`src/inc/crf_consts.svh`:
```
// Constants for the CPU register file and condition-code flags.
`ifndef CRF_CONSTS_SVH
`define CRF_CONSTS_SVH
`define CRF_BIT_MASK 3'd7
`define CRF_BIT_UMASK 3'd6
`define CRF_BIT_HALF 3'd5
`define CRF_BIT_USER 3'd4
`define CRF_BIT_NEG 3'd3
`define CRF_BIT_ZERO 3'd2
`define CRF_BIT_OVF 3'd1
`define CRF_BIT_CARRY 3'd0
`define CRF_SP_INDEX 3'd7
`define CRF_ADDR_1M_MASK 24'h0fffff
`define CRF_ADDR_16M_MASK 24'hffffff
`define CRF_PC_ALIGN_MASK 24'hfffffe
`define CRF_HC_BYTE 5'd3
`define CRF_HC_WORD 5'd11
`define CRF_HC_LONG 5'd27
`define CRF_MSB_BYTE 5'd7
`define CRF_MSB_WORD 5'd15
`define CRF_MSB_LONG 5'd31
`define CRF_FLAGS_RESET 8'h80
`endif

```
`src/inc/crf_pkg.sv`:
```
// Types shared by the CPU register file and condition-code flags.
package crf_pkg;
    typedef enum logic [1:0] {
        CRF_SZ_BYTE = 2'b00,
        CRF_SZ_WORD = 2'b01,
        CRF_SZ_LONG = 2'b10
    } crf_size_t;
    // Which part of a full word register a narrow access selects.
    typedef enum logic [1:0] {
        CRF_PART_BOTTOM = 2'b00,
        CRF_PART_TOP = 2'b01,
        CRF_PART_EXT = 2'b10
    } crf_part_t;
    typedef enum logic [2:0] {
        CRF_FOP_NONE = 3'b000,
        CRF_FOP_LOAD = 3'b001,
        CRF_FOP_AND = 3'b010,
        CRF_FOP_OR = 3'b011,
        CRF_FOP_XOR = 3'b100
    } crf_fop_t;
    typedef enum logic [1:0] {
        CRF_ST_RESET = 2'b00,
        CRF_ST_VECTOR = 2'b01,
        CRF_ST_RUN = 2'b10
    } crf_state_t;
    typedef struct packed {
        logic en;
        logic [2:0] idx;
        crf_size_t size;
        crf_part_t part;
        logic [31:0] data;
    } crf_wr_t;
    // Arithmetic operands presented for flag update.
    typedef struct packed {
        logic arith;
        logic sub;
        crf_size_t size;
        logic [31:0] a;
        logic [31:0] b;
        logic upd_half;
        logic upd_neg;
        logic upd_zero;
        logic upd_ovf;
        logic upd_carry;
    } crf_alu_t;
    // Flag update for non-arithmetic results: logic, shifts, bit ops.
    typedef struct packed {
        logic en;
        crf_size_t size;
        logic [31:0] res;
        logic upd_nz;
        logic clr_v;
        logic upd_carry;
        logic carry_val;
    } crf_misc_t;
endpackage : crf_pkg

```
`src/verilog/crf_core.sv`:
```
// CPU architectural state: general registers, program counter, flags.
`timescale 1ns/1ps
`default_nettype none
`include "crf_consts.svh"
module crf_core (
    input wire logic sys_clk,
    input wire logic arst_n,
    input wire logic mode_1m,
    input wire logic [23:0] reset_vector,
    input wire logic vector_valid,
    input wire crf_pkg::crf_wr_t reg_wr,
    input wire logic [2:0] rd_idx,
    input wire crf_pkg::crf_size_t rd_size,
    input wire crf_pkg::crf_part_t rd_part,
    input wire logic sp_wr_en,
    input wire logic [31:0] sp_wr_data,
    input wire logic pc_wr_en,
    input wire logic [23:0] pc_wr_data,
    input wire logic [23:0] ea_in,
    input wire crf_pkg::crf_fop_t flags_op,
    input wire logic [7:0] flags_imm,
    input wire crf_pkg::crf_alu_t alu_in,
    input wire crf_pkg::crf_misc_t misc_in,
    input wire logic exc_start,
    input wire logic irq_req,
    input wire logic nmi_req,
    input wire logic use_umask,
    output logic [31:0] rd_data,
    output logic [31:0] sp_out,
    output logic [23:0] fetch_addr,
    output logic [23:0] pc_out,
    output logic [23:0] ea_out,
    output logic [7:0] condition_code_flags,
    output logic irq_accept,
    output logic ready
);
    import crf_pkg::*;
    localparam int NREG = 8;
    if (NREG != 8) begin : g_bad_nreg
        $error("crf_core serves eight registers only");
    end

    ////////////////////////////////////////////////////////////////////////
    // General registers, left uninitialised by reset on purpose.
    logic [31:0] full_word_reg [NREG];
    genvar gi;
    generate
        for (gi = 0; gi < NREG; gi++) begin : g_reg
            wire logic hit = reg_wr.en && reg_wr.idx == gi[2:0];
            wire logic sp_hit = sp_wr_en && gi[2:0] == `CRF_SP_INDEX;
            wire logic [15:0] old_low = full_word_reg[gi][15:0];
            wire logic [7:0] new_top = reg_wr.data[7:0];
            wire logic [31:0] merged =
                (reg_wr.size == CRF_SZ_LONG) ? reg_wr.data :
                (reg_wr.size == CRF_SZ_WORD) ?
                ((reg_wr.part == CRF_PART_EXT) ?
                    {reg_wr.data[15:0], old_low} :
                    {full_word_reg[gi][31:16], reg_wr.data[15:0]}) :
                ((reg_wr.part == CRF_PART_TOP) ?
                    {full_word_reg[gi][31:16], new_top, old_low[7:0]} :
                    {full_word_reg[gi][31:8], reg_wr.data[7:0]});
            // Register writes win over implicit stack pointer updates.
            always_ff @(posedge sys_clk) begin
                if (hit) begin
                    full_word_reg[gi] <= merged;
                end else if (sp_hit) begin
                    full_word_reg[gi] <= sp_wr_data;
                end
            end
        end
    endgenerate

    wire logic [31:0] rd_word = full_word_reg[rd_idx];
    wire logic [31:0] rd_view =
        (rd_size == CRF_SZ_LONG) ? rd_word :
        (rd_size == CRF_SZ_WORD) ?
        ((rd_part == CRF_PART_EXT) ? {16'h0000, rd_word[31:16]} :
            {16'h0000, rd_word[15:0]}) :
        ((rd_part == CRF_PART_TOP) ? {24'h000000, rd_word[15:8]} :
            {24'h000000, rd_word[7:0]});

    always_ff @(posedge sys_clk) begin
        rd_data <= rd_view;
        sp_out <= full_word_reg[`CRF_SP_INDEX];
    end

    ////////////////////////////////////////////////////////////////////////
    // Reset sequencing and program counter.
    crf_state_t state_q, state_d;
    logic [23:0] pc_q;
    always_comb begin
        state_d = state_q;
        case (state_q)
            CRF_ST_RESET: state_d = CRF_ST_VECTOR;
            CRF_ST_VECTOR: if (vector_valid) state_d = CRF_ST_RUN;
            CRF_ST_RUN: state_d = CRF_ST_RUN;
            default: state_d = CRF_ST_RESET;
        endcase
    end
    wire logic load_vec = state_q == CRF_ST_VECTOR && vector_valid;
    // The 16M mode keeps all 24 address bits and mode_1m masks them to 20; no 16-bit PC path.
    wire logic [23:0] addr_mask =
        mode_1m ? `CRF_ADDR_1M_MASK : `CRF_ADDR_16M_MASK;
    always_ff @(posedge sys_clk or negedge arst_n) begin
        if (!arst_n) begin
            state_q <= CRF_ST_RESET;
            pc_q <= 24'h000000;
        end else begin
            state_q <= state_d;
            if (load_vec) pc_q <= reset_vector;
            else if (pc_wr_en && state_q == CRF_ST_RUN) pc_q <= pc_wr_data;
        end
    end
    always_ff @(posedge sys_clk or negedge arst_n) begin
        if (!arst_n) begin
            pc_out <= 24'h000000;
            fetch_addr <= 24'h000000;
            ea_out <= 24'h000000;
            ready <= 1'b0;
        end else begin
            pc_out <= pc_q;
            fetch_addr <= pc_q & `CRF_PC_ALIGN_MASK & addr_mask;
            ea_out <= ea_in & addr_mask;
            ready <= state_q == CRF_ST_RUN;
        end
    end

    ////////////////////////////////////////////////////////////////////////
    // Arithmetic flag evaluation at the operand size.
    wire logic [32:0] sum = alu_in.sub ?
        {1'b0, alu_in.a} - {1'b0, alu_in.b} :
        {1'b0, alu_in.a} + {1'b0, alu_in.b};
    wire logic [31:0] res = sum[31:0];
    wire logic [31:0] cx = alu_in.a ^ alu_in.b ^ res;
    wire logic [4:0] hc_pos = (alu_in.size == CRF_SZ_BYTE) ? `CRF_HC_BYTE :
        (alu_in.size == CRF_SZ_WORD) ? `CRF_HC_WORD : `CRF_HC_LONG;
    wire logic [4:0] msb_pos = (alu_in.size == CRF_SZ_BYTE) ? `CRF_MSB_BYTE :
        (alu_in.size == CRF_SZ_WORD) ? `CRF_MSB_WORD : `CRF_MSB_LONG;
    wire logic [4:0] cout_pos = msb_pos + 5'd1;
    wire logic half_c = cx[hc_pos + 5'd1];
    wire logic carry_c = (alu_in.size == CRF_SZ_LONG) ? sum[32] :
        cx[cout_pos];
    wire logic sa = alu_in.a[msb_pos];
    wire logic sb = alu_in.b[msb_pos] ^ alu_in.sub;
    wire logic sr = res[msb_pos];
    wire logic ovf_c = (sa == sb) && (sr != sa);
    wire logic [31:0] size_mask = (alu_in.size == CRF_SZ_BYTE) ?
        32'h000000ff : (alu_in.size == CRF_SZ_WORD) ? 32'h0000ffff :
        32'hffffffff;
    wire logic zero_c = (res & size_mask) == 32'h00000000;
    wire logic [4:0] mmsb = (misc_in.size == CRF_SZ_BYTE) ? `CRF_MSB_BYTE :
        (misc_in.size == CRF_SZ_WORD) ? `CRF_MSB_WORD : `CRF_MSB_LONG;
    wire logic [31:0] mmask = (misc_in.size == CRF_SZ_BYTE) ?
        32'h000000ff : (misc_in.size == CRF_SZ_WORD) ? 32'h0000ffff :
        32'hffffffff;

    ////////////////////////////////////////////////////////////////////////
    // Flags register; only the mask bit has a reset value.
    logic mask_q;
    logic [6:0] low_flags_q;
    logic [7:0] flags_d;
    wire logic [7:0] flags_q = {mask_q, low_flags_q};
    always_comb begin
        flags_d = flags_q;
        case (flags_op)
            CRF_FOP_LOAD: flags_d = flags_imm;
            CRF_FOP_AND: flags_d = flags_q & flags_imm;
            CRF_FOP_OR: flags_d = flags_q | flags_imm;
            CRF_FOP_XOR: flags_d = flags_q ^ flags_imm;
            default: flags_d = flags_q;
        endcase
        // Flags without an update enable are left as they were.
        if (alu_in.arith) begin
            if (alu_in.upd_half) flags_d[`CRF_BIT_HALF] = half_c;
            if (alu_in.upd_neg) flags_d[`CRF_BIT_NEG] = sr;
            if (alu_in.upd_zero) flags_d[`CRF_BIT_ZERO] = zero_c;
            if (alu_in.upd_ovf) flags_d[`CRF_BIT_OVF] = ovf_c;
            if (alu_in.upd_carry) flags_d[`CRF_BIT_CARRY] = carry_c;
        end
        if (misc_in.en) begin
            if (misc_in.upd_nz) begin
                flags_d[`CRF_BIT_NEG] = misc_in.res[mmsb];
                flags_d[`CRF_BIT_ZERO] =
                    (misc_in.res & mmask) == 32'h00000000;
            end
            if (misc_in.clr_v) flags_d[`CRF_BIT_OVF] = 1'b0;
            // Shift-out bit or bit-accumulator result.
            if (misc_in.upd_carry) flags_d[`CRF_BIT_CARRY] = misc_in.carry_val;
        end
        if (exc_start || state_q != CRF_ST_RUN)
            flags_d[`CRF_BIT_MASK] = 1'b1;
    end
    // Only the mask bit of flags_q is reset, the others keep undefined contents; the condition_code_flags copy is reset to CRF_FLAGS_RESET.
    always_ff @(posedge sys_clk or negedge arst_n) begin
        if (!arst_n) mask_q <= 1'b1;
        else mask_q <= flags_d[`CRF_BIT_MASK];
    end
    always_ff @(posedge sys_clk) begin
        low_flags_q <= flags_d[6:0];
    end
    always_ff @(posedge sys_clk or negedge arst_n) begin
        if (!arst_n) condition_code_flags <= `CRF_FLAGS_RESET;
        else condition_code_flags <= flags_d;
    end

    ////////////////////////////////////////////////////////////////////////
    // Interrupt gating: NMI bypasses both masks.
    wire logic spare_mask_bit = flags_q[`CRF_BIT_UMASK];
    wire logic masked = flags_q[`CRF_BIT_MASK] ||
        (use_umask && spare_mask_bit);
    always_ff @(posedge sys_clk or negedge arst_n) begin
        if (!arst_n) irq_accept <= 1'b0;
        else irq_accept <= nmi_req || (irq_req && !masked);
    end

    ////////////////////////////////////////////////////////////////////////
    a_mask_blocks: assert property (
        @(posedge sys_clk) disable iff (!arst_n)
        (flags_q[`CRF_BIT_MASK] && !nmi_req) |=> !irq_accept)
        else $error("masked interrupt accepted");
    a_nmi_always: assert property (
        @(posedge sys_clk) disable iff (!arst_n)
        nmi_req |=> irq_accept)
        else $error("nmi not accepted");
    a_umask_blocks: assert property (
        @(posedge sys_clk) disable iff (!arst_n)
        (use_umask && spare_mask_bit && !nmi_req) |=> !irq_accept)
        else $error("user mask did not block interrupt");
    a_exc_sets_mask: assert property (
        @(posedge sys_clk) disable iff (!arst_n)
        exc_start |=> flags_q[`CRF_BIT_MASK])
        else $error("exception did not set mask");
    a_mask_idle: assert property (
        @(posedge sys_clk) disable iff (!arst_n)
        state_q != CRF_ST_RUN |-> flags_q[`CRF_BIT_MASK])
        else $error("mask clear before run");
    a_fetch_even: assert property (
        @(posedge sys_clk) disable iff (!arst_n)
        ##1 fetch_addr ==
            ($past(pc_q) & `CRF_PC_ALIGN_MASK & $past(addr_mask)))
        else $error("fetch address misaligned");
    a_trunc_1m: assert property (
        @(posedge sys_clk) disable iff (!arst_n)
        mode_1m |=> ea_out[23:20] == 4'h0)
        else $error("upper address bits not dropped");
    a_vec_load: assert property (
        @(posedge sys_clk) disable iff (!arst_n)
        load_vec |=> (pc_q == $past(reset_vector)) ##1 ready)
        else $error("reset vector not loaded");
    a_pc_hold: assert property (
        @(posedge sys_clk) disable iff (!arst_n)
        (state_q != CRF_ST_RUN && !load_vec) |=> $stable(pc_q))
        else $error("pc changed before reset vector");
    a_xor_flags: assert property (
        @(posedge sys_clk) disable iff (!arst_n)
        (flags_op == CRF_FOP_XOR && !alu_in.arith && !misc_in.en &&
         !exc_start && state_q == CRF_ST_RUN)
        |=> flags_q == ($past(flags_q) ^ $past(flags_imm)))
        else $error("flag xor wrong");
    a_load_flags: assert property (
        @(posedge sys_clk) disable iff (!arst_n)
        (flags_op == CRF_FOP_LOAD && !alu_in.arith && !misc_in.en &&
         !exc_start && state_q == CRF_ST_RUN)
        |=> flags_q == $past(flags_imm))
        else $error("flag load wrong");
    a_zero_flag: assert property (
        @(posedge sys_clk) disable iff (!arst_n)
        (alu_in.arith && alu_in.upd_zero && flags_op == CRF_FOP_NONE &&
         !misc_in.en)
        |=> flags_q[`CRF_BIT_ZERO] == $past(zero_c))
        else $error("zero flag wrong");
    // A separate nibble sum keeps this check apart from the flag datapath.
    wire logic [4:0] nib_sum = {1'b0, alu_in.a[3:0]} + {1'b0, alu_in.b[3:0]};
    a_half_byte: assert property (
        @(posedge sys_clk) disable iff (!arst_n)
        (alu_in.arith && !alu_in.sub && alu_in.size == CRF_SZ_BYTE &&
         alu_in.upd_half && flags_op == CRF_FOP_NONE && !misc_in.en)
        |=> flags_q[`CRF_BIT_HALF] == $past(nib_sum[4]))
        else $error("byte half carry wrong");
    a_carry_misc: assert property (
        @(posedge sys_clk) disable iff (!arst_n)
        (misc_in.en && misc_in.upd_carry)
        |=> flags_q[`CRF_BIT_CARRY] == $past(misc_in.carry_val))
        else $error("carry accumulator wrong");
    a_byte_keep: assert property (
        @(posedge sys_clk) disable iff (!arst_n)
        (reg_wr.en && reg_wr.size == CRF_SZ_BYTE &&
         reg_wr.part == CRF_PART_BOTTOM)
        |=> full_word_reg[$past(reg_wr.idx)][31:8] ==
            $past(full_word_reg[reg_wr.idx][31:8]))
        else $error("byte write disturbed other bits");
    a_sp_write: assert property (
        @(posedge sys_clk) disable iff (!arst_n)
        (sp_wr_en && !(reg_wr.en && reg_wr.idx == `CRF_SP_INDEX))
        |=> full_word_reg[`CRF_SP_INDEX] == $past(sp_wr_data)
        ##1 sp_out == $past(sp_wr_data, 2))
        else $error("stack pointer write lost");
endmodule : crf_core
`default_nettype wire
```
`config.mk`:
```
export PLATFORM = sky130hd
export DESIGN_NAME = crf_core
export DESIGN_NICKNAME = d
export VERILOG_FILES = /design/src/inc/crf_pkg.sv /design/src/verilog/crf_core.sv
export VERILOG_INCLUDE_DIRS = /design/src /design/src/inc
export SDC_FILE = /design/constraint.sdc
export NUM_CORES = 1
export LEC_CHECK = 0
export ABC_CLOCK_PERIOD_IN_PS = 2800
export BUFFER_PORTS_ARGS = -buffer_cell sky130_fd_sc_hd__buf_2
export CAP_MARGIN = 30
export CORE_MARGIN = 2
export CORE_UTILIZATION = 55
export DETAILED_ROUTE_END_ITERATION = 12
export PLACE_DENSITY = 0.81
export SYNTH_ARGS = -nofsm -noshare
export SYNTH_HDL_FRONTEND = slang
export SYNTH_SLANG_ARGS = --single-unit
export TNS_END_PERCENT = 50
```
`constraint.sdc`:
```
create_clock -name sys_clk -period 2.8 [get_ports sys_clk]
set_input_delay 0 -clock sys_clk [delete_from_list [all_inputs] [get_ports sys_clk]]
set_output_delay 0 -clock sys_clk [all_outputs]
set_load 0.01 [all_outputs]
```
* Word level (Yosys, flattened, before mapping)
Memory sizes are Yosys's and may differ from the RTL's. A register that Yosys moved wholly into a read port is not among the register bits.
Cells that the tools add are included.
** Storage, ports and cells
- Register bits :: 148
- RAM bits :: 256
- Output and inout port bits :: 146
- Logic and storage cells :: 281
- Memories :: 1
** Operators by class
- $add $sub $neg :: 4
- $lt $le $gt $ge :: 4
- Eq/ne operators :: 76
- Muxes and demuxes :: 118
- Bitwise operators :: 13
- Reduce and logical (&&, ||, !) cells :: 54
** Memory list
- full_word_reg :: depth 8, bits a word 32, rd ports 2, clocked after memory_dff 1, write ports 2, RTL line crf_core.sv:45 : logic [31:0] full_word_reg [NREG];
** Operators by type and width (count)
- 2-to-1 mux 32 bit :: 35
- OR reduction 32 bit :: 6
- 2-to-1 mux 16 bit :: 11
- inequality test 3 bit (second input constant) :: 40
- 2-to-1 mux 24 bit :: 3
- AND reduction 3 bit :: 24
- AND 32 bit :: 2
- zero test 32 bit :: 2
- XOR 32 bit :: 2
- AND 24 bit :: 2
- 2-to-1 mux 3 bit :: 12
- 2-to-1 mux 1 bit :: 35
- adder 32 x 32 -> 33 bit :: 1
- 2-to-1 mux 33 bit :: 1
- subtractor 32 x 32 -> 33 bit :: 1
- case mux 8 bit (4 select lines) :: 1
- binary-select mux 1 bit (select 5 bit) :: 6
- 2-to-1 mux 5 bit :: 6
- less-than comparator 5 x 6 -> 1 bit (second input constant) :: 4
- 2-to-1 mux 8 bit :: 3
- inequality test 2 bit (second input constant) :: 10
- == test 3 bit (second input constant) :: 5
- == test 2 x 1 -> 1 bit (second input constant) :: 7
- logical AND 1 bit :: 13
- other kinds (19) :: 37

* Longest topological paths before layout
Gate-level depths: netlist of run 1.
- Depth in word-level cells :: 12
- Mapped depth :: 19
- Depth with buffers taken out :: 18

* Worst setup path after synthesis of run 1
Ideal clock, no wire load.
- Path kind :: input -> register
- From :: input alu_in[15] (netlist name)
- To :: register condition_code_flags[2]
- Library setup time :: 0.083 ns
- Arrival :: 3.835 ns
- Path slack :: -1.118 ns
- Stages on the path :: 15
- Cells stage by stage :: or3_1 or3_1 nor4_2 a21oi_1 xnor2_1 ha_1 clkbuf_1 nand4_1 nor3b_2 a21oi_4 o21a_1 or3_1 a311o_1 or4b_1 o21ai_1
** On the way
- Longest elaborated chain between the ends :: 8
- Elaborated cells between the ends (all ways) :: 9
** Ends and longest elaborated chain
- from (decl) :: RTL line crf_core.sv:22 : input wire crf_pkg::crf_alu_t alu_in,
- adder 32 x 32 -> 33 bit or subtractor 32 x 32 -> 33 bit (tied branches) :: RTL line crf_core.sv:132, crf_core.sv:131
- 2-to-1 mux 33 bit (*) :: RTL line crf_core.sv:130 : wire logic [32:0] sum = alu_in.sub ?
- AND 32 bit (*) :: RTL line crf_core.sv:150 : wire logic zero_c = (res & size_mask) == 32'h00000000;
- zero test 32 bit (*) :: RTL line crf_core.sv:150
- 2-to-1 mux 1 bit (*) :: RTL line crf_core.sv:176 : if (alu_in.upd_zero) flags_d[`CRF_BIT_ZERO] = zero_c;
- 2-to-1 mux 4 bit (*) :: RTL line crf_core.sv:173 : if (alu_in.arith) begin
- 2-to-1 mux 2 bit :: RTL line crf_core.sv:181 : if (misc_in.upd_nz) begin
- 2-to-1 mux 4 bit (*) :: RTL line crf_core.sv:180 : if (misc_in.en) begin
- net flags_d[2] :: RTL line crf_core.sv:161 : logic [7:0] flags_d;
- to (signal assigned) :: RTL line crf_core.sv:202 : if (!arst_n) condition_code_flags <= `CRF_FLAGS_RESET;
- to (signal assigned) :: RTL line crf_core.sv:203 : else condition_code_flags <= flags_d;
- to (decl) :: RTL line crf_core.sv:33 : output logic [7:0] condition_code_flags,
Mark *: on every way through the listed nets, which the timed path passes. The rest lies on a longest branch.
A chain may end at the register's enable or synchronous reset.

* Worst setup path after layout of run 1
- From :: input alu_in[13] (netlist name)
- To :: register condition_code_flags[2]
Same word-level chain as after synthesis.

==> results.toml, run 1 <==
[yosys]
synth.avg_cell_area_um2 = 13.4
ys.flop_type = "edfxtp_1"
syn_nets = 1765
synthesis.area_mm2 = 0.0191
async_flop_share = 0.212
syn_inst = 1426
synth_edf_count = 256
synth.distinct_cells = 78
yosys_warnings = 0
ys_ff_latch = 415
ys_seq_area_frac = 0.591

[clocking]
cts_buffers = 41
cts_buffer_depth = 3
clock_latency_ns = 0.58
cts_max_level = 2
cts_tree = "done"
clock_sink_count = 415
clkSlewWorstSetupHoldPaths_ns = 0.07
clockRootBuffer = "clkbuf_16"

[timing]
setup_ws_ns = -0.632
fin_tns_setup_ns = -3.08
slew_headroom = 0.316
hold_viol = 0
fin_crit_ns = 3.43
rsz0062_at_grt = "true"
final.period_utilization = 1.23
worst_pin_slew_ns = 1.02
skew_ns = 0.0497
max_freq_mhz = 291
setup_viol = 10
drv_slew = 0
whs_ns = 0.0114

[placement]
placedCellCount = 2409
gp_congestion = 0.913
pre_cts_slack_ns = -1.24
placed_area_mm2 = 0.0230
hpwl_um = 39100
io_buffers = 428

[outcome]
status = "complete, but fails checks"
violations = "setup timing"

[setup_path]
crit_slowest_cell = "or4b_1"
cp_cell_sequence = "buf_6 -> or3_4 -> or3_4 -> nor2_1 -> nand2_1 -> nor2_4 -> buf_4 -> a21oi_1 -> xnor2_1 -> ha_1 -> nand4_1 -> nor3b_4 -> a21oi_4 -> o21a_1 -> or3_1 -> a311o_1 -> or4b_1 -> o21ai_2"
critPathMaxStageDelay_ns = 0.50
endpoint_kind = "flop"
r2r-end = "condition_code_flags[2]$_DFF_PN0_"
critical_path_arrival_ns = 3.90
cpMostUsedCell = "or3_4"
r2r-start = "low_flags_q[2]$_DFF_P_"
rr_worst_depth = 12
path_max_fanout = 3
cp-start-kind = "primary input"
r2r_slack_ns = 0.01
required_ns = 3.26
critical-path-top-delay-family = "simple AND/OR/NAND/NOR gates"
path_class = "primary input to flop"
critPathBufInv = 2

[hold_path]
min_from = "reg_wr[13]"
hp-class = "primary input to flop"
hold_depth = 2
min_to = "full_word_reg[0][13]$_DFFE_PP_"

[layout]
nets = 2501
layout_common_cells = "buf_2, edfxtp_1, buf_4, dlygate4sd3_1, nor2_1"
fillerInstances = 2005
postLayoutCoreUtil = 0.768
stdcell_area_mm2 = 0.0264
drive_gt1_frac = 0.409
area_growth_pct = 38.0
largest_reg_flops = 256
stdcell_count = 2655
layout_commonest_cell = "buf_2"

[detailed_routing]
drcViolationCount = 0
drt_iter0_drc = 1177
drt_pass1_iterations = 5
vias = 15500
wire_per_inst_um = 22.1
drt_wl_total_um = 58800
ant_nets = 0
drt-vias-per-instance = 5.84

[floorplan]
core_area_mm2 = 0.0344
dieArea_mm2 = 0.0363
fp.dieH_um = 190
rows = 68
initial_core_util = 0.556
ios = 430
die_w_um = 190

[flow_run]
max-cap-violations = 0

[grt]
grt_pass1_vias = 15800
overflow = 0
top_usage_layer = "met2"
antenna_found_initial = 4
grt_start_max_net_pins = 47
grt_util_all_layers = 0.319
grt_pass1_wl_um = 87700
met3_usage = 0.0637
grt_util_met2 = 0.532
met1_usage = 0.404

[power_and_ir_drop]
leakage_nw = 10.9
peakVddDrop_uv = 579
power.density_mw_per_mm2 = 661
power_mw = 17.4
## per-layer routing
layer / part of all wire / wire length (um)
met5: 0 / 0
met4: 0.043 / 2550
met3: 0.087 / 5120
met2: 0.50 / 29300
met1: 0.37 / 21800
## cell usage after synthesis, types with 8 or more instances
cell type  instances  area, um2
and2_1             8       50.1
a211oi_1           9       67.6
inv_1             39        146
nand2_1           94        353
or3_1              8       50.1
mux4_2            68       1530
nor4_1            17        106
nor2_1           114        428
nor3_1            23        115
buf_2              8       40.0
o21ai_0           54        270
dfxtp_1           71       1420
ha_1              54        676
a22oi_1            9       67.6
nor2b_1           26        163
a22o_1            24        210
dfrtp_1           87       2180
a21o_1             9       67.6
edfxtp_1         256       7690
buf_1             13       48.8
buf_4             21        158
nand4_1           10       62.6
mux2i_1           58        581
a31oi_1           10       62.6
o211ai_1           8       60.1
xor2_1             9       78.8
xnor2_1           54        473
clkbuf_1          44        165
mux2_2            45        507
a21oi_1           56        280
nand3_1            9       45.0
## logic make-up after synthesis
kind of cell	share of synthesized area
other	0.000196
AO/OA/AOI/OAI	0.0898
multiplexers	0.137
AND/OR/NAND/NOR	0.0868
XOR/XNOR	0.0288
flip-flops	0.591
adder cells (fa/ha/maj)	0.0364
buffers and inverters	0.0296
## worst max path at each step
stage	start	to	cells past startpoint
finish	alu_in[13]	condition_code_flags[2]$_DFF_PN0_	18
global route	alu_in[13]	condition_code_flags[2]$_DFF_PN0_	19
CTS	alu_in[13]	condition_code_flags[2]$_DFF_PN0_	18
detailed placement	alu_in[13]	condition_code_flags[2]$_DFF_PN0_	18
global placement	alu_in[13]	condition_code_flags[2]$_DFF_PN0_	19
floorplan	alu_in[13]	condition_code_flags[2]$_DFF_PN0_	15
## layout make-up
type                       count  area [um2]  share of cell area
clock buffer                  55        1140              0.0432
timing repair buffer         779        5260               0.199
inverter                      41         154             0.00583
tap                          455         569              0.0216
sequential                   415       11300               0.429
clock inverter                21         279              0.0106
antenna                        5        12.5            0.000474
multi-input combinational    884        7660               0.290
## power breakdown
group / total, mW / switching (mW) / internal (mW)
Clock: 5.79 / 2.42 / 3.37
Combinational: 4.12 / 2.17 / 1.94
Sequential: 7.54 / 0.349 / 7.19
Total: 17.4 / 4.94 / 12.5
## worst register-to-register path: cells and delay by family, from the launching register on
kind	cells	cell delay (ns)
compound gates	4	0.73
fa+ha+maj	1	0.17
buf+inv	2	0.11
flops	1	0.40
mux	1	0.22
simple gates	4	1.09
## timing repair
action                                  4_1_cts  5_1_grt
gates resized for setup                      39       39
endpoints found under the setup margin       10       10
endpoints found under the hold margin       273        0
pin swaps                                    30       14
setup buffers                                10        4
hold buffers                                151        0
Note: power is estimated with default switching activity, not from simulation.
==> run 2, diff against run 1 <==
--- a/config.mk
+++ b/config.mk
@@ -13,6 +13,7 @@
 export CORE_UTILIZATION = 55
 export DETAILED_ROUTE_END_ITERATION = 12
 export PLACE_DENSITY = 0.81
+export SKIP_LAST_GASP = 1
 export SYNTH_ARGS = -nofsm -noshare
 export SYNTH_HDL_FRONTEND = slang
 export SYNTH_SLANG_ARGS = --single-unit
==> run 2 against run 1 <==
Net effect: the run still ends with setup timing left; wire length is 0.35% lower; core utilization is 0.44 points lower; sequential power hardly changed; sequential share of layout area is 0.25 points higher; clock power hardly changed; count of clock-buffer cells in the layout stayed put; die area stayed put; critical path type unchanged; critical endpoint unchanged.
==> results.toml, run 2 (same netlist as run 1, synthesis figures left out) <==
[outcome]
status = "complete, but fails checks"
violations = "setup timing"

[clocking]
clockRootBuffer = "clkbuf_16"
cts_max_level = 2
cts_tree = "done"
clock_sink_count = 415
clock_latency_ns = 0.58
cts_buffer_depth = 3
cts_buffers = 41
clkSlewWorstSetupHoldPaths_ns = 0.07

[floorplan]
rows = 68
initial_core_util = 0.556
fp.dieH_um = 190
die_w_um = 190
ios = 430
core_area_mm2 = 0.0344
dieArea_mm2 = 0.0363

[hold_path]
hold_depth = 2
hp-class = "primary input to flop"

[layout]
stdcell_count = 2653
layout_common_cells = "buf_2, edfxtp_1, buf_4, dlygate4sd3_1, nor2_1"
drive_gt1_frac = 0.398
stdcell_area_mm2 = 0.0262
largest_reg_flops = 256
area_growth_pct = 37.2
layout_commonest_cell = "buf_2"
fillerInstances = 2033
postLayoutCoreUtil = 0.763
multi_input_area_mm2 = 0.00753
nets = 2499
seqCellArea_mm2 = 0.0113

[placement]
placed_area_mm2 = 0.0230
placedCellCount = 2409
hpwl_um = 39100
pre_cts_slack_ns = -1.24
io_buffers = 428
gp_congestion = 0.913

[detailed_routing]
drt-vias-per-instance = 5.81
vias = 15400
wire_per_inst_um = 22.1
drcViolationCount = 0
ant_nets = 0
drt_pass1_iterations = 6
drt_wl_total_um = 58600
drt_iter0_drc = 1279

[timing]
hold_viol = 0
setup_ws_ns = -0.642
skew_ns = 0.0465
whs_ns = 0.0180
max_freq_mhz = 291
drv_slew = 0
setup_viol = 10
fin_crit_ns = 3.44
rsz0062_at_grt = "true"
final.period_utilization = 1.23
slew_headroom = 0.308
worst_pin_slew_ns = 1.03
fin_tns_setup_ns = -3.54

[setup_path]
path_class = "primary input to flop"
cp-start-kind = "primary input"
rr_worst_depth = 12
critical_path_arrival_ns = 3.90
path_max_fanout = 3
required_ns = 3.26
endpoint_kind = "flop"

[grt]
grt_start_max_net_pins = 47
grt_pass1_wl_um = 87600
grt_util_all_layers = 0.318
antenna_found_initial = 4
grt_pass1_vias = 15800
overflow = 0

[power_and_ir_drop]
leakage_nw = 10.8
peakVddDrop_uv = 578
power.density_mw_per_mm2 = 662
power_mw = 17.4

[flow_run]
max-cap-violations = 0
-- run 2: cell types whose count changed in the layout (fill, tap and decap cells not counted), moves of 2 or more --
cell	delta
a21oi_1	+8
a21oi_2	-8
o21ai_2	-5
o21ai_1	+4
nand2_4	-3
buf_6	-2
nand2_2	+2
nor2_1	+2
xnor2_1	+2
xnor2_2	-2
-- run 2: critical path: stages --
cell       delay (ns)
buf_6            0.09
or3_4            0.38
or3_4            0.38
nor2_2           0.13
nand2_2          0.09
nor2_4           0.12
a21oi_2          0.07
xnor2_1          0.13
ha_1             0.35
a21o_1           0.18
a21o_1           0.18
a21oi_2          0.15
o21ai_2          0.09
buf_4            0.15
a2111oi_4        0.23
nor3_2           0.07
xor2_1           0.16
a311o_1          0.32
or4b_1           0.48
o21ai_2          0.14
-- run 2: per-layer routing --
metal / track usage / wire length (um) / vias to the layer above
met5: 0 / 0 / -
met4: 0.145 / 2570 / 0
met3: 0.0622 / 4940 / 191
met2: 0.533 / 29200 / 852
met1: 0.403 / 21900 / 7543
li1: - / - / 6829
-- run 2: path summary, 6_finish.rpt --
kind	startpoint	end	slack, ns
max in group asynchronous	arst_n	condition_code_flags[7]$_DFF_PN1_	1.97
worst min-delay path	reg_wr[13]	full_word_reg[0][13]$_DFFE_PP_	0.02
worst max register to register	low_flags_q[2]$_DFF_P_	condition_code_flags[2]$_DFF_PN0_	0.02
worst min register to register	full_word_reg[7][1]$_DFFE_PP_	sp_out[1]$_DFF_P_	0.36
worst max-delay path	alu_in[13]	condition_code_flags[2]$_DFF_PN0_	-0.64
min in group asynchronous	arst_n	pc_q[12]$_DFFE_PN0P_	0.54
-- run 2: timing repair --
item / CTS / global route
resized for setup: 25 / 22
buffers inserted: 10 / 2
endpoints found under the hold margin: 273 / 0
hold buffers: 151 / 0
pin swaps: 25 / 17
setup endpoints to repair: 10 / 10
-- run 2: layout make-up --
type	count	share of cell area
Antenna cell	5	0.000477
Multi-Input combinational cell	884	0.287
Timing Repair Buffer	777	0.200
Sequential cell	415	0.431
Clock inverter	21	0.0106
Tap cell	455	0.0217
Inverter	41	0.00587
Clock buffer	55	0.0435
-- run 2: where the power goes --
group          switching [mW]  leakage (nW)  internal (mW)
combinational            2.14          6.38           1.92
clock                    2.41         0.695           3.37
sequential              0.344          3.75           7.19
total                    4.89          10.8           12.5
==> run 3, diff against run 2 <==
--- a/config.mk
+++ b/config.mk
@@ -9,10 +9,12 @@
 export ABC_CLOCK_PERIOD_IN_PS = 2800
 export BUFFER_PORTS_ARGS = -buffer_cell sky130_fd_sc_hd__buf_2
 export CAP_MARGIN = 30
+export CELL_PAD_IN_SITES_DETAIL_PLACEMENT = 0
+export CELL_PAD_IN_SITES_GLOBAL_PLACEMENT = 1
 export CORE_MARGIN = 2
-export CORE_UTILIZATION = 55
+export CORE_UTILIZATION = 44
 export DETAILED_ROUTE_END_ITERATION = 12
-export PLACE_DENSITY = 0.81
+export PLACE_DENSITY_LB_ADDON = 0.1
 export SKIP_LAST_GASP = 1
 export SYNTH_ARGS = -nofsm -noshare
 export SYNTH_HDL_FRONTEND = slang
==> run 3 against run 2 <==
Net effect: the flow still finishes with violations (setup timing); via count is 4.7% lower; global-route usage is 7.6 points lower; non-clock buffer count increased by 31; final cell count up 6.3%; wire length down 5.3%; worst setup slack better by 0.085 ns; first-iteration DRC count shrank 16%; largest cell class unchanged.
==> results.toml, run 3 (same netlist as run 1, synthesis figures left out) <==
[outcome]
status = "complete, but fails checks"
violations = "setup timing"

[timing]
hold_viol = 0
fin_crit_ns = 3.36
rsz0062_at_grt = "true"
drv_slew = 0
setup_ws_ns = -0.557
fin_tns_setup_ns = -2.51
final.period_utilization = 1.20
max_freq_mhz = 298
skew_ns = 0.0205
worst_pin_slew_ns = 0.854
setup_viol = 10
whs_ns = 0.0451
slew_headroom = 0.431

[grt]
overflow = 0
grt_start_max_net_pins = 70
grt_pass1_wl_um = 82600
antenna_found_initial = 4
grt_util_all_layers = 0.242
grt_pass1_vias = 14700

[power_and_ir_drop]
leakage_nw = 11.1
power.density_mw_per_mm2 = 649
peakVddDrop_uv = 455
power_mw = 17.4

[detailed_routing]
drt-vias-per-instance = 5.21
ant_nets = 0
drt_pass1_iterations = 5
drt_wl_total_um = 55500
drcViolationCount = 0
drt_iter0_drc = 1069
vias = 14700
wire_per_inst_um = 19.7

[clocking]
cts_max_level = 2
cts_tree = "done"
clkSlewWorstSetupHoldPaths_ns = 0.06
clockRootBuffer = "clkbuf_16"
cts_buffers = 45
clock_latency_ns = 0.57
cts_buffer_depth = 3
clock_sink_count = 415

[floorplan]
initial_core_util = 0.445
ios = 430
fp.dieH_um = 212
core_area_mm2 = 0.0430
dieArea_mm2 = 0.0452
rows = 76
die_w_um = 212

[hold_path]
hp-class = "primary input to flop"
min_from = "reg_wr[14]"

[setup_path]
cp_cell_sequence = "buf_6 -> or3_4 -> or3_4 -> nor2_4 -> nand2_2 -> nor2_4 -> a21oi_2 -> xnor2_1 -> ha_1 -> a21o_1 -> a21o_1 -> a21oi_2 -> o21ai_2 -> buf_4 -> a2111oi_4 -> nor3_2 -> xor2_1 -> a311o_1 -> or4b_1 -> o21ai_1"
r2r-start = "low_flags_q[2]$_DFF_P_"
required_ns = 3.28
critical_path_arrival_ns = 3.83
crit_slowest_cell = "or4b_1"
path_max_fanout = 3
cp-start-kind = "primary input"
critPathMaxStageDelay_ns = 0.46
path_class = "primary input to flop"
critPathLaunch = "alu_in[13]"
endpoint_kind = "flop"

[layout]
area_growth_pct = 40.4
nets = 2534
drive_gt1_frac = 0.409
postLayoutCoreUtil = 0.625
stdcell_area_mm2 = 0.0268
fillerInstances = 3507
largest_reg_flops = 256
layout_commonest_cell = "buf_2"
layout_common_cells = "buf_2, edfxtp_1, buf_4, dlygate4sd3_1, nor2_1"

[placement]
gp_congestion = 0.854
io_buffers = 428
placed_area_mm2 = 0.0233
hpwl_um = 40800

[flow_run]
max-cap-violations = 0
run 3: cell count changes in the layout (fill, tap and decap cells not counted), sizes merged:
cell,change
clkinvlp,+2
inv,+5
dlygate4sd3,+16
diode,-2
clkinv,+2
bufinv,-1
buf,+15
run 3: area by class of cell:
| class | instances | area (um2) | share of cell area |
|---|---|---|---|
| Sequential cell | 415 | 11300 | 0.421 |
| Clock inverter | 29 | 282 | 0.0105 |
| Antenna cell | 3 | 7.51 | 0.000280 |
| Multi-Input combinational cell | 884 | 7650 | 0.285 |
| Timing Repair Buffer | 808 | 5480 | 0.204 |
| Tap cell | 585 | 732 | 0.0273 |
| Inverter | 41 | 154 | 0.00573 |
| Clock buffer | 55 | 1220 | 0.0456 |
run 3: worst paths after layout:
kind | to | slack [ns] | cells past startpoint
worst max-delay path | condition_code_flags[2]$_DFF_PN0_ | -0.56 | 20
worst min-delay path | full_word_reg[5][30]$_DFFE_PP_ | 0.05 | 2
worst max register to register | condition_code_flags[2]$_DFF_PN0_ | 0.07 | 12
worst min register to register | sp_out[5]$_DFF_P_ | 0.37 | 0
max in group asynchronous | condition_code_flags[7]$_DFF_PN1_ | 1.90 | 3
min in group asynchronous | ea_out[17]$_DFF_PN0_ | 0.11 | 2
run 3: report_power, final:
part	switching (mW)	total [mW]	internal (mW)
Clock	2.43	5.94	3.51
Combinational	2.07	4.02	1.95
Sequential	0.280	7.47	7.19
run 3: per-stage QoR:
| stage | std cells | setup slack (ns) |
|---|---|---|
| final | 2820 | -0.557 |
| after global routing | 2819 | -0.719 |
| after CTS | 2814 | -0.543 |
| after detailed placement | 2559 | -1.27 |
| after global placement | 2558 | -1.23 |
| after floorplan | 1426 | -0.956 |
run 3: critical path: cells and delay by family:
kind                     cells  cell delay, ns
adder cells (fa/ha/maj)      1            0.31
XOR/XNOR                     2            0.27
AND/OR/NAND/NOR              7            1.63
buffers and inverters        2            0.24
AO/OA/AOI/OAI                8            1.39
run 3: routing by layer:
| metal | share of wire | track usage | vias to the layer above |
|---|---|---|---|
| met5 | 0.00043 | 0 | - |
| met4 | 0.027 | 0.0767 | 4 |
| met3 | 0.054 | 0.0394 | 98 |
| met2 | 0.49 | 0.399 | 437 |
| met1 | 0.43 | 0.329 | 7239 |
| li1 | - | - | 6908 |
run 3: repair_timing:
item                       in CTS  in global routing
setup endpoints to repair      10                 10
setup buffers                   5                  3
pin swaps                      15                 26
hold buffers                  166                  0
hold endpoints to repair      287                  0
resized for setup              25                 45
